--- src/dcs_defines.vh ---
// Purpose: Constants for the DMA channel suspend and event control block.
// Assumes: Included by the design file by its bare name.
// Notes:   Offsets are byte addresses on the AXI4-Lite register bus.
`ifndef DCS_DEFINES_VH
`define DCS_DEFINES_VH

// ---------------------------------------------------------------------------
// Register offsets
// ---------------------------------------------------------------------------
`define DCS_OFS_CTRL      12'h000
`define DCS_OFS_STATUS    12'h004
`define DCS_OFS_FLAGS     12'h008
`define DCS_OFS_WAITING   12'h00c
`define DCS_OFS_SWTRIG    12'h010

// ---------------------------------------------------------------------------
// Control register fields
// ---------------------------------------------------------------------------
`define DCS_CTRL_ENABLE   0
`define DCS_CTRL_CMD_LO   1
`define DCS_CTRL_CMD_HI   2
`define DCS_CTRL_EVIE     3
`define DCS_CTRL_EVACT_LO 4
`define DCS_CTRL_EVACT_HI 6
`define DCS_CTRL_TRGSRC   7
`define DCS_CTRL_EVOE     8
`define DCS_CTRL_SUSPIE   9
`define DCS_CTRL_RESET    32'h0000_0000

// ---------------------------------------------------------------------------
// Status and flag bits
// ---------------------------------------------------------------------------
`define DCS_ST_WAITING    0
`define DCS_ST_BUSY       1
`define DCS_ST_FAULT      2
`define DCS_ST_HALTED     3
`define DCS_ST_SKIP       4
`define DCS_ST_EVHELD     5

// ---------------------------------------------------------------------------
// Command codes
// ---------------------------------------------------------------------------
`define DCS_CMD_NONE      2'h0
`define DCS_CMD_SUSPEND   2'h1
`define DCS_CMD_RESUME    2'h2

// ---------------------------------------------------------------------------
// Event actions
// ---------------------------------------------------------------------------
`define DCS_EV_IGNORED    3'h0
`define DCS_EV_BEAT       3'h1
`define DCS_EV_GATED      3'h2
`define DCS_EV_SEGMENT    3'h3
`define DCS_EV_SUSPEND    3'h4
`define DCS_EV_RESUME     3'h5
`define DCS_EV_BYPASS     3'h6

// ---------------------------------------------------------------------------
// Descriptor fields
// ---------------------------------------------------------------------------
`define DCS_BLKACT_SUSP   2'h2
`define DCS_BLKACT_BOTH   2'h3
`define DCS_NULL_PTR      32'h0000_0000

`endif

--- src/dcs_channel.v ---
// Purpose: Suspend, resume and event control of one DMA channel.
// Assumes: The transfer engine reports burst ends, block ends, descriptor
//          fetches and AHB access ends as one-cycle pulses on CORE_CLK.
// Notes:   Registers sit behind an AXI4-Lite slave that answers one cycle
//          after it has both halves of a write, or the read address.
`timescale 1ns/1ps
`include "dcs_defines.vh"

// Function
// Suspend command halts after the current burst and clears the command.
// Entering suspension sets halted flag and optional suspend interrupt.
// Block action 0x2 or 0x3 suspends after the block completes.
// Block-suspended channel stays enabled, keeps triggers, leaves arbitration.
// Descriptor with ok bit 0 suspends and sets fetch fault bit.
// Suspend requests on a disabled channel are ignored.
// Resume on a suspended channel continues where it stopped.
// Early resume is remembered and skips the next suspend; code skips only the next block suspend.
// Software enables event input and routing before using event actions.
// Action select chooses the event mode; trigger source picks normal or strobe.
// Normal mode acks at once, sets waiting bits, drops event when pending.
// Strobe mode acks at once, registers trigger only with event, not pending.
// Event plus trigger set waiting bits; software trigger starts transfer.
// Conditional mode latches trigger on event, sets waiting bits, acks.
// Block mode waits for an event, acks it when the block completes.
// Suspend event halts channel, ack after current AHB access finishes.
// Resume event resumes channel, acks at once, clears halted flag.
// Bypass event resumes a halted channel or skips the next block suspend.
// Event outputs are exactly one clock cycle pulses.
// Software relinks inserted descriptors with the ok bit cleared.
// Software edits listed descriptors via suspend and write-back patch.
// Null next pointer after resume suspends with halted and fault bits.
// Only one pending request per channel; extra ones are discarded.
// Event suspend and resume use the software suspend machinery.
module dcs_channel (
  input  wire        CORE_CLK,
  input  wire        RESET,
  input  wire [11:0] S_AXI_AWADDR,
  input  wire        S_AXI_AWVALID,
  output wire        S_AXI_AWREADY,
  input  wire [31:0] S_AXI_WDATA,
  input  wire [3:0]  S_AXI_WSTRB,
  input  wire        S_AXI_WVALID,
  output wire        S_AXI_WREADY,
  output reg  [1:0]  S_AXI_BRESP,
  output reg         S_AXI_BVALID,
  input  wire        S_AXI_BREADY,
  input  wire [11:0] S_AXI_ARADDR,
  input  wire        S_AXI_ARVALID,
  output wire        S_AXI_ARREADY,
  output reg  [31:0] S_AXI_RDATA,
  output reg  [1:0]  S_AXI_RRESP,
  output reg         S_AXI_RVALID,
  input  wire        S_AXI_RREADY,
  input  wire        EVENT_IN,
  output reg         EVENT_ACK,
  input  wire        PERIPH_EVENT_BEAT_LAUNCH,
  input  wire        BURST_DONE,
  input  wire        BLOCK_DONE,
  input  wire        BEAT_DONE,
  input  wire        AHB_ACCESS_DONE,
  input  wire        DESC_FETCHED,
  input  wire        DESC_OK,
  input  wire [1:0]  DESC_BLOCK_ACTION,
  input  wire [31:0] DESC_NEXT_PTR,
  input  wire        TRANSFER_START,
  output reg         ARB_ELIGIBLE,
  output reg         SUSPEND_IRQ,
  output reg         EVENT_OUT
);

  // -------------------------------------------------------------------------
  // Channel states
  // -------------------------------------------------------------------------
  localparam [1:0] ST_IDLE    = 2'd0;
  localparam [1:0] ST_RUN     = 2'd1;
  localparam [1:0] ST_DRAIN   = 2'd2;
  localparam [1:0] ST_HALTED  = 2'd3;

  reg  [1:0]  state;
  reg  [31:0] ctrl;
  reg         waiting;
  reg         halted_flag;
  reg         fetch_fault;
  reg         skip_next;
  reg         ev_held;
  reg         seg_open;
  reg         seg_ack_due;
  reg         ev_susp_ack_due;
  reg         resumed;
  reg         ev_s1;
  reg         ev_s2;
  reg         ev_s3;
  reg         ev_level;
  reg         tr_s1;
  reg         tr_s2;
  reg         tr_s3;
  reg         event_beat_launch_level;
  reg         aw_held;
  reg         w_held;
  reg  [11:0] aw_addr;
  reg  [31:0] w_data;
  reg  [3:0]  w_strb;

  wire        enabled   = ctrl[`DCS_CTRL_ENABLE];
  wire [1:0]  cmd       = ctrl[`DCS_CTRL_CMD_HI:`DCS_CTRL_CMD_LO];
  wire        ev_en     = ctrl[`DCS_CTRL_EVIE];
  wire [2:0]  evact     = ctrl[`DCS_CTRL_EVACT_HI:`DCS_CTRL_EVACT_LO];
  wire        periph_src = ctrl[`DCS_CTRL_TRGSRC];

  // -------------------------------------------------------------------------
  // Input synchronisers
  // -------------------------------------------------------------------------
  always @(posedge CORE_CLK or posedge RESET) begin
    if (RESET) begin
      ev_s1      <= 1'b0;
      ev_s2      <= 1'b0;
      ev_s3      <= 1'b0;
      ev_level   <= 1'b0;
      tr_s1      <= 1'b0;
      tr_s2      <= 1'b0;
      tr_s3      <= 1'b0;
      event_beat_launch_level <= 1'b0;
    end else begin
      ev_s1 <= EVENT_IN;
      ev_s2 <= ev_s1;
      ev_s3 <= ev_s2;
      tr_s1 <= PERIPH_EVENT_BEAT_LAUNCH;
      tr_s2 <= tr_s1;
      tr_s3 <= tr_s2;
      if (ev_s2 == ev_s3)
        ev_level <= ev_s3;
      if (tr_s2 == tr_s3)
        event_beat_launch_level <= tr_s3;
    end
  end

  reg ev_prev;
  always @(posedge CORE_CLK or posedge RESET) begin
    if (RESET)
      ev_prev <= 1'b0;
    else
      ev_prev <= ev_level;
  end
  wire ev_rise = ev_level & ~ev_prev & ev_en & enabled;

  // -------------------------------------------------------------------------
  // AXI4-Lite slave
  // -------------------------------------------------------------------------
  assign S_AXI_AWREADY = ~aw_held & ~S_AXI_BVALID;
  assign S_AXI_WREADY  = ~w_held & ~S_AXI_BVALID;
  assign S_AXI_ARREADY = ~S_AXI_RVALID;

  wire do_write = aw_held & w_held & ~S_AXI_BVALID;
  wire wr_ctrl  = do_write & (aw_addr == `DCS_OFS_CTRL);
  wire wr_flags = do_write & (aw_addr == `DCS_OFS_FLAGS);
  wire wr_event_beat_launch  = do_write & (aw_addr == `DCS_OFS_SWTRIG) & w_data[0]
                  & w_strb[0];
  wire wr_map   = (aw_addr == `DCS_OFS_CTRL) | (aw_addr == `DCS_OFS_STATUS)
                  | (aw_addr == `DCS_OFS_FLAGS)
                  | (aw_addr == `DCS_OFS_WAITING)
                  | (aw_addr == `DCS_OFS_SWTRIG);

  always @(posedge CORE_CLK or posedge RESET) begin
    if (RESET) begin
      aw_held      <= 1'b0;
      w_held       <= 1'b0;
      aw_addr      <= 12'h000;
      w_data       <= 32'h0000_0000;
      w_strb       <= 4'h0;
      S_AXI_BVALID <= 1'b0;
      S_AXI_BRESP  <= 2'h0;
    end else begin
      if (S_AXI_AWVALID && S_AXI_AWREADY) begin
        aw_held <= 1'b1;
        aw_addr <= {S_AXI_AWADDR[11:2], 2'b00};
      end
      if (S_AXI_WVALID && S_AXI_WREADY) begin
        w_held <= 1'b1;
        w_data <= S_AXI_WDATA;
        w_strb <= S_AXI_WSTRB;
      end
      if (do_write) begin
        aw_held      <= 1'b0;
        w_held       <= 1'b0;
        S_AXI_BVALID <= 1'b1;
        S_AXI_BRESP  <= wr_map ? 2'h0 : 2'h2;
      end else if (S_AXI_BREADY) begin
        S_AXI_BVALID <= 1'b0;
      end
    end
  end

  wire [31:0] status_word = {26'h000_0000, ev_held, skip_next, halted_flag,
                             fetch_fault, (state == ST_RUN), waiting};

  always @(posedge CORE_CLK or posedge RESET) begin
    if (RESET) begin
      S_AXI_RVALID <= 1'b0;
      S_AXI_RDATA  <= 32'h0000_0000;
      S_AXI_RRESP  <= 2'h0;
    end else if (S_AXI_ARVALID && S_AXI_ARREADY) begin
      S_AXI_RVALID <= 1'b1;
      S_AXI_RRESP  <= 2'h0;
      if (S_AXI_ARADDR[11:2] == `DCS_OFS_CTRL >> 2)
        S_AXI_RDATA <= ctrl;
      else if (S_AXI_ARADDR[11:2] == `DCS_OFS_STATUS >> 2)
        S_AXI_RDATA <= status_word;
      else if (S_AXI_ARADDR[11:2] == `DCS_OFS_FLAGS >> 2)
        S_AXI_RDATA <= {31'h0000_0000, halted_flag};
      else if (S_AXI_ARADDR[11:2] == `DCS_OFS_WAITING >> 2)
        S_AXI_RDATA <= {31'h0000_0000, waiting};
      else if (S_AXI_ARADDR[11:2] == `DCS_OFS_SWTRIG >> 2)
        S_AXI_RDATA <= 32'h0000_0000;
      else begin
        S_AXI_RDATA <= 32'h0000_0000;
        S_AXI_RRESP <= 2'h2;
      end
    end else if (S_AXI_RREADY) begin
      S_AXI_RVALID <= 1'b0;
    end
  end

  // -------------------------------------------------------------------------
  // Suspend sources
  // -------------------------------------------------------------------------
  wire ev_beat    = ev_rise & (evact == `DCS_EV_BEAT);
  wire ev_susp    = ev_rise & (evact == `DCS_EV_SUSPEND);
  wire ev_resume  = ev_rise & (evact == `DCS_EV_RESUME);
  wire ev_bypass  = ev_rise & (evact == `DCS_EV_BYPASS);
  wire blk_susp   = BLOCK_DONE & ((DESC_BLOCK_ACTION == `DCS_BLKACT_SUSP) |
                    (DESC_BLOCK_ACTION == `DCS_BLKACT_BOTH));
  wire bad_desc   = DESC_FETCHED & (~DESC_OK |
                    (resumed & (DESC_NEXT_PTR == `DCS_NULL_PTR)));
  wire sw_susp    = (cmd == `DCS_CMD_SUSPEND);
  wire sw_resume  = (cmd == `DCS_CMD_RESUME);
  wire any_resume = sw_resume | ev_resume
                    | (ev_bypass & (state == ST_HALTED));
  wire skip_now   = skip_next | ev_held;
  wire blk_halt   = blk_susp & ~skip_now;

  // -------------------------------------------------------------------------
  // Channel suspend state machine
  // -------------------------------------------------------------------------
  always @(posedge CORE_CLK or posedge RESET) begin
    if (RESET) begin
      state           <= ST_IDLE;
      ctrl            <= `DCS_CTRL_RESET;
      halted_flag     <= 1'b0;
      fetch_fault     <= 1'b0;
      skip_next       <= 1'b0;
      ev_held         <= 1'b0;
      ev_susp_ack_due <= 1'b0;
      resumed         <= 1'b0;
    end else begin
      if (wr_ctrl)
        ctrl <= w_data;
      if (wr_flags && w_data[0])
        halted_flag <= 1'b0;
      if (bad_desc)
        resumed <= 1'b0;
      if (!enabled) begin
        state <= ST_IDLE;
        skip_next <= 1'b0;
      end else begin
        case (state)
          ST_IDLE: begin
            state <= ST_RUN;
          end
          ST_RUN: begin
            if (bad_desc) begin
              state       <= ST_HALTED;
              halted_flag <= 1'b1;
              fetch_fault <= 1'b1;
            end else if (blk_halt) begin
              state       <= ST_HALTED;
              halted_flag <= 1'b1;
            end else if (sw_susp || ev_susp) begin
              state <= ST_DRAIN;
            end else if (sw_resume) begin
              skip_next <= 1'b1;
              ctrl[`DCS_CTRL_CMD_HI:`DCS_CTRL_CMD_LO] <= `DCS_CMD_NONE;
            end
            if (blk_susp && skip_now)
              skip_next <= 1'b0;
          end
          ST_DRAIN: begin
            if (BURST_DONE) begin
              state       <= ST_HALTED;
              halted_flag <= 1'b1;
              ctrl[`DCS_CTRL_CMD_HI:`DCS_CTRL_CMD_LO] <= `DCS_CMD_NONE;
            end
          end
          ST_HALTED: begin
            if (any_resume) begin
              state       <= ST_RUN;
              resumed     <= 1'b1;
              fetch_fault <= 1'b0;
              ctrl[`DCS_CTRL_CMD_HI:`DCS_CTRL_CMD_LO] <= `DCS_CMD_NONE;
              if (ev_resume)
                halted_flag <= 1'b0;
            end else if (sw_susp) begin
              ctrl[`DCS_CTRL_CMD_HI:`DCS_CTRL_CMD_LO] <= `DCS_CMD_NONE;
            end
          end
          default: state <= ST_IDLE;
        endcase
      end
      if (ev_susp && enabled)
        ev_susp_ack_due <= 1'b1;
      else if (AHB_ACCESS_DONE)
        ev_susp_ack_due <= 1'b0;
      if (ev_bypass && state != ST_HALTED)
        ev_held <= 1'b1;
      else if (BLOCK_DONE)
        ev_held <= 1'b0;
    end
  end

  // -------------------------------------------------------------------------
  // Pending request and event acknowledge
  // -------------------------------------------------------------------------
  wire beat_norm  = ev_beat & ~periph_src;
  wire beat_gate  = ev_beat & periph_src & event_beat_launch_level;
  wire gated_launch      = ev_rise & (evact == `DCS_EV_GATED) & event_beat_launch_level;
  wire plain_event_beat_launch = event_beat_launch_level & ~ev_en;
  wire set_wait   = beat_norm | beat_gate | gated_launch | wr_event_beat_launch | plain_event_beat_launch;

  always @(posedge CORE_CLK or posedge RESET) begin
    if (RESET) begin
      waiting     <= 1'b0;
      seg_open    <= 1'b0;
      seg_ack_due <= 1'b0;
      EVENT_ACK   <= 1'b0;
    end else begin
      if (!waiting && set_wait)
        waiting <= 1'b1;
      else if (TRANSFER_START)
        waiting <= 1'b0;
      if (ev_rise && evact == `DCS_EV_SEGMENT)
        seg_open <= 1'b1;
      else if (BLOCK_DONE)
        seg_open <= 1'b0;
      seg_ack_due <= BLOCK_DONE & seg_open;
      EVENT_ACK <= beat_norm | (ev_beat & periph_src)
                   | (gated_launch & ~waiting) | seg_ack_due
                   | (ev_susp_ack_due & AHB_ACCESS_DONE)
                   | ev_resume | (ev_bypass & (state == ST_HALTED))
                   | (ev_held & BLOCK_DONE);
    end
  end

  // -------------------------------------------------------------------------
  // Arbitration, interrupt and event output
  // -------------------------------------------------------------------------
  always @(posedge CORE_CLK or posedge RESET) begin
    if (RESET) begin
      ARB_ELIGIBLE <= 1'b0;
      SUSPEND_IRQ  <= 1'b0;
      EVENT_OUT    <= 1'b0;
    end else begin
      ARB_ELIGIBLE <= enabled & waiting & (state == ST_RUN)
                      & (seg_open | ~ev_en | evact != `DCS_EV_SEGMENT);
      SUSPEND_IRQ  <= halted_flag & ctrl[`DCS_CTRL_SUSPIE];
      EVENT_OUT    <= ctrl[`DCS_CTRL_EVOE] & (BLOCK_DONE | BEAT_DONE);
    end
  end

endmodule // dcs_channel

--- config.mk ---
export PLATFORM = sky130hd
export DESIGN_NAME = dcs_channel
export DESIGN_NICKNAME = d
export VERILOG_FILES = /design/src/dcs_channel.v
export VERILOG_INCLUDE_DIRS = /design/src
export SDC_FILE = /design/constraint.sdc
export NUM_CORES = 1
export LEC_CHECK = 0
export ABC_CLOCK_PERIOD_IN_PS = 7300
export BUFFER_PORTS_ARGS = -buffer_cell sky130_fd_sc_hd__clkbuf_2
export CORE_UTILIZATION = 40
export CTS_CLUSTER_DIAMETER = 30
export DETAILED_ROUTE_END_ITERATION = 16
export GPL_TIMING_DRIVEN = 0
export PLACE_DENSITY = 0.66
export REMOVE_ABC_BUFFERS = 1
export SLEW_MARGIN = 20
export SYNTH_ARGS = -nofsm -noshare
export SYNTH_HDL_FRONTEND = slang
export SYNTH_SLANG_ARGS = --single-unit
export TNS_END_PERCENT = 50
--- constraint.sdc ---
create_clock -name CORE_CLK -period 7.3 [get_ports CORE_CLK]
set_input_delay 1.46 -clock CORE_CLK [delete_from_list [all_inputs] [get_ports CORE_CLK]]
set_output_delay 1.46 -clock CORE_CLK [all_outputs]
set_load 0.01 [all_outputs]
==> results of run 1 <==
==> routing by layer <==
metal / track usage / part of all wire / wire length, µm
met1: 0.223 / 0.42 / 5160
met2: 0.279 / 0.48 / 5790
met3: 0.0660 / 0.078 / 946
met5: 0 / 0 / 0
met4: 0.0795 / 0.022 / 269
==> report_power, final <==
group | internal [W] | leakage, nW | switching (W)
Clock | 0.000524 | 0.285 | 0.000302
Combinational | 0.000213 | 1.40 | 0.000148
Sequential | 0.000921 | 1.77 | 0.000110
==> cell usage after synthesis, types with 2 or more instances <==
library cell and count:
a31o_2 2, mux2i_1 3, o21a_1 2, nor3_1 2
nor4_1 10, dfrtp_1 137, a21o_1 5, buf_6 4
clkbuf_1 11, buf_2 7, and3b_1 2, a211oi_1 2
nor4b_1 2, and2_1 3, nand2_1 67, a22oi_1 5
o21ai_0 39, nor2_1 10, inv_1 12, maj3_1 2
nand2b_1 3, a21oi_1 6, nor3_2 2, nand3_1 9
ha_1 4, nor4_4 2, mux2_2 72, nor2b_1 5
a31oi_1 5, nand3b_1 2, a32o_1 3, buf_4 2
==> logic make-up (layout without fill, tap and decap cells) <==
group,after synthesis,in the layout
compound gates,79,79
xor+xnor,1,1
fa+ha+maj,6,6
buf+inv,37,195
flops,137,137
mux,75,75
other cells,1,2
simple gates,128,128
==> flip-flops by register name, summed over array words and instances (netlist names), 2 cells and up <==
| register | flops |
|---|---|
| ctrl | 32 |
| w_data | 32 |
| state | 2 |
| aw_addr | 10 |
| S_AXI_RDATA | 32 |
==> path summary, 6_finish.rpt <==
kind                                 start  cells past startpoint  slack (ns)               to
hold / removal                       tr_s1                      0        0.35            tr_s2
min in group asynchronous            RESET                      2        0.99         ctrl[13]
setup / recovery           S_AXI_ARADDR[7]                      8        4.32  S_AXI_RDATA[29]
setup reg to reg              S_AXI_BVALID                      6        4.74         ctrl[17]
max in group asynchronous            RESET                      3        5.53   S_AXI_RDATA[3]
hold reg to reg                      tr_s1                      0        0.35            tr_s2
==> cell type report <==
cell class / instances / area [µm²]
Sequential cell: 137 / 3430
Timing Repair Buffer: 152 / 852
Clock inverter: 9 / 97.6
Multi-Input combinational cell: 291 / 2120
Inverter: 12 / 52.6
Tap cell: 180 / 225
Fill cell: 1211 / 6690
Clock buffer: 22 / 474
==> stage by stage <==
stage                     instance area, µm²  hold slack, ns
after global routing                    7250           0.367
after global placement                  6530           0.338
after floorplan                         5580           0.331
after detailed placement                6680           0.337
after CTS                               7250           0.350
final                                   7250           0.349
==> reports/metrics.cfg, run 1 <==
[die]
initial_core_util = 0.410
core_area_um2 = 13900
fp.dieArea_um2 = 14800
ioPinCount = 155
die_h_um = 122
num_rows = 43
fp.dieW_um = 122

[final_layout]
drive_above_1_share = 0.427
instances_no_fill = 803
insertedDiodeCount = 0
syn_to_final_growth_pct = 26.7
nets = 725
final_util = 0.520
final_cell_mix = clkbuf_2 (144), dfrtp_1 (137), mux2_2 (72)
layout_commonest_cell = clkbuf_2

[global_routing]
grt_pass1_wl_um = 19900
grt-ovfl-total = 0
grt_antenna_before_repair = 0
grt_max_degree = 106
grt_pass1_vias = 4065
grtUsageTotal = 0.179

[placed_design]
port_buffers = 144
gp_congestion = 0.850
place_inst = 772
place_ws_ns = 3.86
dp_hpwl_um = 8800

[setup_path]
cp_top_family = simple AND/OR/NAND/NOR gates
crit_path_top_delay_cell = nor3_4
crit_type = in2reg
start_kind = input port
cpPeakStageDelay_ns = 0.54
worstPathArrival_ns = 3.30
critPathMaxFanout = 12
path_cells = clkbuf_2, nor4_1, nand3b_1, nor3_4, buf_8, buf_8, nand2_1, o21ai_0
cp_num_buf_inv = 3
cp_common_cell = buf_8
required_ns = 7.63
end_kind = flip-flop

[cts]
holdBufCountCts = 0
cts_htree_levels = 4
numClockSinks = 137
clk_pin_slew_worst_paths_ns = 0.06
insertion_delay_ns = 0.42
cts_tree = built
cts_root_buf = clkbuf_16
numCtsBuffers = 17
cts_setup_buffers = 0
cts_resized = 0
cts_buffer_depth = 2

[logic_synthesis]
synth_compound_area_frac = 0.0862
synthAdderAreaFrac = 0.0123
synth-main-ff-cell = dfrtp_1
synth-seq-area-share = 0.600
synth_xor_area_frac = 0.00153
yosysTopAreaCellShare = 0.600
synth.distinct_cells = 54
ys_warn_count = 0
synth_top_family_by_area = multiplexers
yosys-top-cells-area = dfrtp_1 (60%), mux2_2 (14%), nand2_1 (4.4%)
syn_area_um2 = 5720
synthMuxAreaShare = 0.147
synth-edff-count = 0
synthArstFlopShare = 1.00
syn_inst = 464
yosys.area_share.simple = 0.120
synth_top_area_cell = dfrtp_1
syn_area_per_cell_um2 = 12.3
synth-seq-cells = 137

[timing]
finalSetupTns_ns = 0
rsz0062_at_grt = false
fmax_ghz = 0.336
max_slew.worst_pin.slew_ns = 0.867
hold_viol_final = 0
maxSlewViolCount = 0
fin_ws_ns = 4.32
period_share = 0.408
finalSetupViolations = 0
relSlewSlack = 0.421
fin_crit_ns = 2.98
finClkSkew_ns = 0.0129

[detailed_routing]
vias = 4060
drtIter0Drc = 123
dr.pass1.iters = 4
wirelength_um = 12200
drc = 0
postRouteAntennaNets = 0
vias_per_cell = 5.06
wire_per_inst_um = 15.2

[power]
ir_drop_v = 0.000174
power_density_nw_per_um2 = 306
total_power_w = 0.00222
p_leak_nw = 3.45

[job]
max_cap_viol_count = 0

[worst_hold_path]
hold_path_class = reg2reg

[outcome]
status = complete, no violations

Power figures use the tool's default switching activity.
==> run 2, diff against run 1 <==
ABC_AREA = 1   (was default)
ABC_CLOCK_PERIOD_IN_PS = 2600   (was 7300)
PLACE_DENSITY = 0.68   (was 0.66)
clock period = 2.6 ns   (was 7.3 ns; I/O delays follow)
==> reports/metrics.cfg, run 2 <==
[die]
initial_core_util = 0.414  ; was 0.410
core_area_um2 = 14000  ; was 13900 µm²
num_rows = 43  ; unchanged
ioPinCount = 155  ; unchanged
fp.dieW_um = 122  ; about the same
fp.dieArea_um2 = 14900  ; was 14800 µm²
die_h_um = 122  ; about the same

[setup_path]
path_cells = inv_1, nand2_2, clkinvlp_4, o21a_1  ; was clkbuf_2, nor4_1, nand3b_1, nor3_4, buf_8, buf_8, nand2_1, o21ai_0
crit_type = reg2reg  ; was in2reg
critPathLaunch = S_AXI_RVALID  ; was S_AXI_ARADDR[7]
start_kind = flip-flop  ; was input port
crit_path_top_delay_cell = clkinvlp_4  ; was nor3_4
end_kind = flip-flop  ; unchanged
cpPeakStageDelay_ns = 0.77  ; was 0.54 ns
critPathMaxFanout = 37  ; was 12
required_ns = 2.90  ; was 7.63 ns
worstPathArrival_ns = 2.56  ; was 3.30 ns
reg2reg_from = S_AXI_RVALID  ; was S_AXI_BVALID

[global_routing]
grt_pass1_wl_um = 20300  ; was 19900 µm
grt-ovfl-total = 0  ; unchanged
grt_antenna_before_repair = 0  ; unchanged
grt_max_degree = 80  ; was 106
grt_pass1_vias = 4121  ; was 4065
grtUsageTotal = 0.180  ; was 0.179

[detailed_routing]
vias = 4456  ; was 4060
wire_per_inst_um = 13.6  ; was 15.2 µm
vias_per_cell = 4.74  ; was 5.06
postRouteAntennaNets = 0  ; unchanged
wirelength_um = 12800  ; was 12200 µm
dr.pass1.iters = 4  ; unchanged
drc = 0  ; unchanged
drtIter0Drc = 244  ; was 123

[logic_synthesis]
yosys-top-cells-area = dfrtp_1 (59%), nand2_1 (10%), mux2_2 (4.7%)  ; was dfrtp_1 (60%), mux2_2 (14%), nand2_1 (4.4%)
synth-seq-area-share = 0.593  ; was 0.600
syn_area_per_cell_um2 = 9.55  ; was 12.3 µm²
synth.distinct_cells = 43  ; was 54
synth-seq-cells = 137  ; unchanged
synthArstFlopShare = 1.00  ; unchanged
ys_warn_count = 0  ; unchanged
synth_most_common_cell = nand2_1  ; was dfrtp_1
yosysTopAreaCellShare = 0.593  ; was 0.600
synth-main-ff-cell = dfrtp_1  ; unchanged
syn_inst = 606  ; was 464
syn_area_um2 = 5780  ; was 5720 µm²
synth-edff-count = 0  ; unchanged
ys_top_cells_by_count = nand2_1 (154), dfrtp_1 (137), nor2_1 (59)  ; was dfrtp_1 (137), mux2_2 (72), nand2_1 (67)
synth_top_area_cell = dfrtp_1  ; unchanged

[placed_design]
gp_congestion = 0.847  ; was 0.850
port_buffers = 144  ; unchanged
dp_hpwl_um = 8570  ; was 8800 µm
place_ws_ns = -0.137  ; was 3.86 ns
placed_cell_area_um2 = 6660  ; was 6680 µm²

[final_layout]
layout_commonest_cell = nand2_1  ; was clkbuf_2
fillers = 1310  ; was 1211
top_regs = S_AXI_RDATA (32), ctrl (32), w_data (32)  ; unchanged
insertedDiodeCount = 0  ; unchanged
drive_above_1_share = 0.289  ; was 0.427
final_cell_mix = nand2_1 (153), clkbuf_2 (144), dfrtp_1 (137)  ; was clkbuf_2 (144), dfrtp_1 (137), mux2_2 (72)
syn_to_final_growth_pct = 25.9  ; was 26.7%
nets = 863  ; was 725
design_area_um2 = 7280  ; was 7250 µm²

[cts]
insertion_delay_ns = 0.42  ; about the same
cts_setup_buffers = 0  ; unchanged
numCtsBuffers = 17  ; unchanged
clk_pin_slew_worst_paths_ns = 0.06  ; about the same
numClockSinks = 137  ; unchanged
cts_htree_levels = 4  ; unchanged
cts_root_buf = clkbuf_16  ; unchanged
cts_tree = built  ; unchanged
cts_buffer_depth = 2  ; unchanged

[outcome]
status = complete, no violations  ; unchanged

[timing]
maxSlewViolCount = 0  ; unchanged
hold_viol_final = 0  ; unchanged
period_share = 0.869
finalSetupViolations = 0  ; unchanged
whs_ns = 0.120  ; was 0.349 ns
fin_ws_ns = 0.341  ; was 4.32 ns
relSlewSlack = 0.310  ; was 0.421
fin_crit_ns = 2.26
fmax_ghz = 0.443
max_slew.worst_pin.slew_ns = 1.03  ; was 0.867 ns
finClkSkew_ns = 0.00958  ; was 0.0129 ns
rsz0062_at_grt = false  ; unchanged

[job]
max_cap_viol_count = 0  ; unchanged

[power]
power_density_nw_per_um2 = 845  ; was 306 nW/µm²
p_leak_nw = 3.77  ; was 3.45 nW
total_power_w = 0.00616  ; was 0.00222 W
ir_drop_v = 0.000522  ; was 0.000174 V

[worst_hold_path]
hold_path_class = in2async  ; was reg2reg

-- run 2: worst paths after layout --
path	end	slack, ns	depth (start not counted)
min	ctrl[7]	0.12	2
max	S_AXI_RDATA[1]	0.34	4
max in group asynchronous	w_data[22]	1.77	3
min reg2reg	tr_s2	0.35	0
max reg2reg	S_AXI_RDATA[1]	0.34	4
min in group CORE_CLK	tr_s1	0.21	1
-- run 2: final cells by class --
cell class / instances / area (µm²) / share of cell area
multi-input combinational: 385 / 2020 / 0.277
clock inverter: 12 / 176 / 0.0242
tap: 180 / 225 / 0.0309
clock buffer: 19 / 433 / 0.0595
timing repair buffer: 145 / 748 / 0.103
sequential: 137 / 3430 / 0.471
inverter: 63 / 251 / 0.0345
-- run 2: where the power goes --
group | total [W] | leakage [nW] | internal (W) | switching, W
sequential | 0.00272 | 1.74 | 0.00253 | 0.000191
combinational | 0.000952 | 1.74 | 0.000432 | 0.000520
clock | 0.00248 | 0.293 | 0.00160 | 0.000885
-- run 2: critical path: cells and delay by family (launching register included) --
kind,cells,cell delay (ns)
AOI/OAI and AO/OA,1,0.38
buffers and inverters,2,0.84
DFF,1,0.35
and+or+nand+nor,1,0.56
-- run 2: cell families (layout without fill, tap and decap cells) --
family / after synthesis / after routing / share of synthesized area
buffers and inverters: 85 / 239 / 0.0608
other: 1 / 2 / 0.000648
AO/OA/AOI/OAI: 79 / 79 / 0.0796
adder cells (fa/ha/maj): 6 / 6 / 0.0121
flip-flops: 137 / 137 / 0.593
AND/OR/NAND/NOR: 274 / 274 / 0.207
multiplexers: 24 / 24 / 0.0467
-- run 2: metrics by stage --
step	util	instances	setup TNS [ns]
floorplan	-	585	-217.53
global placement	0.473	909	-448.34
detailed placement	0.476	910	-1.48
CTS	0.520	941	0
global route	0.520	941	0
finish	0.520	941	0
-- run 2: per-layer routing --
layer	GRT usage	vias to the layer above	wire length [µm]
met5	0	-	0
met4	0.0633	0	226
met3	0.0488	18	687
met2	0.295	133	6250
met1	0.230	2056	5600
li1	-	2249	-
-- run 2: repair_timing --
| action | CTS | global route |
|---|---|---|
| endpoints found under the setup margin | 18 | 22 |
| hold buffers | 0 | 0 |
| resized for setup | 1 | 2 |
| endpoints found under the hold margin | 0 | 0 |
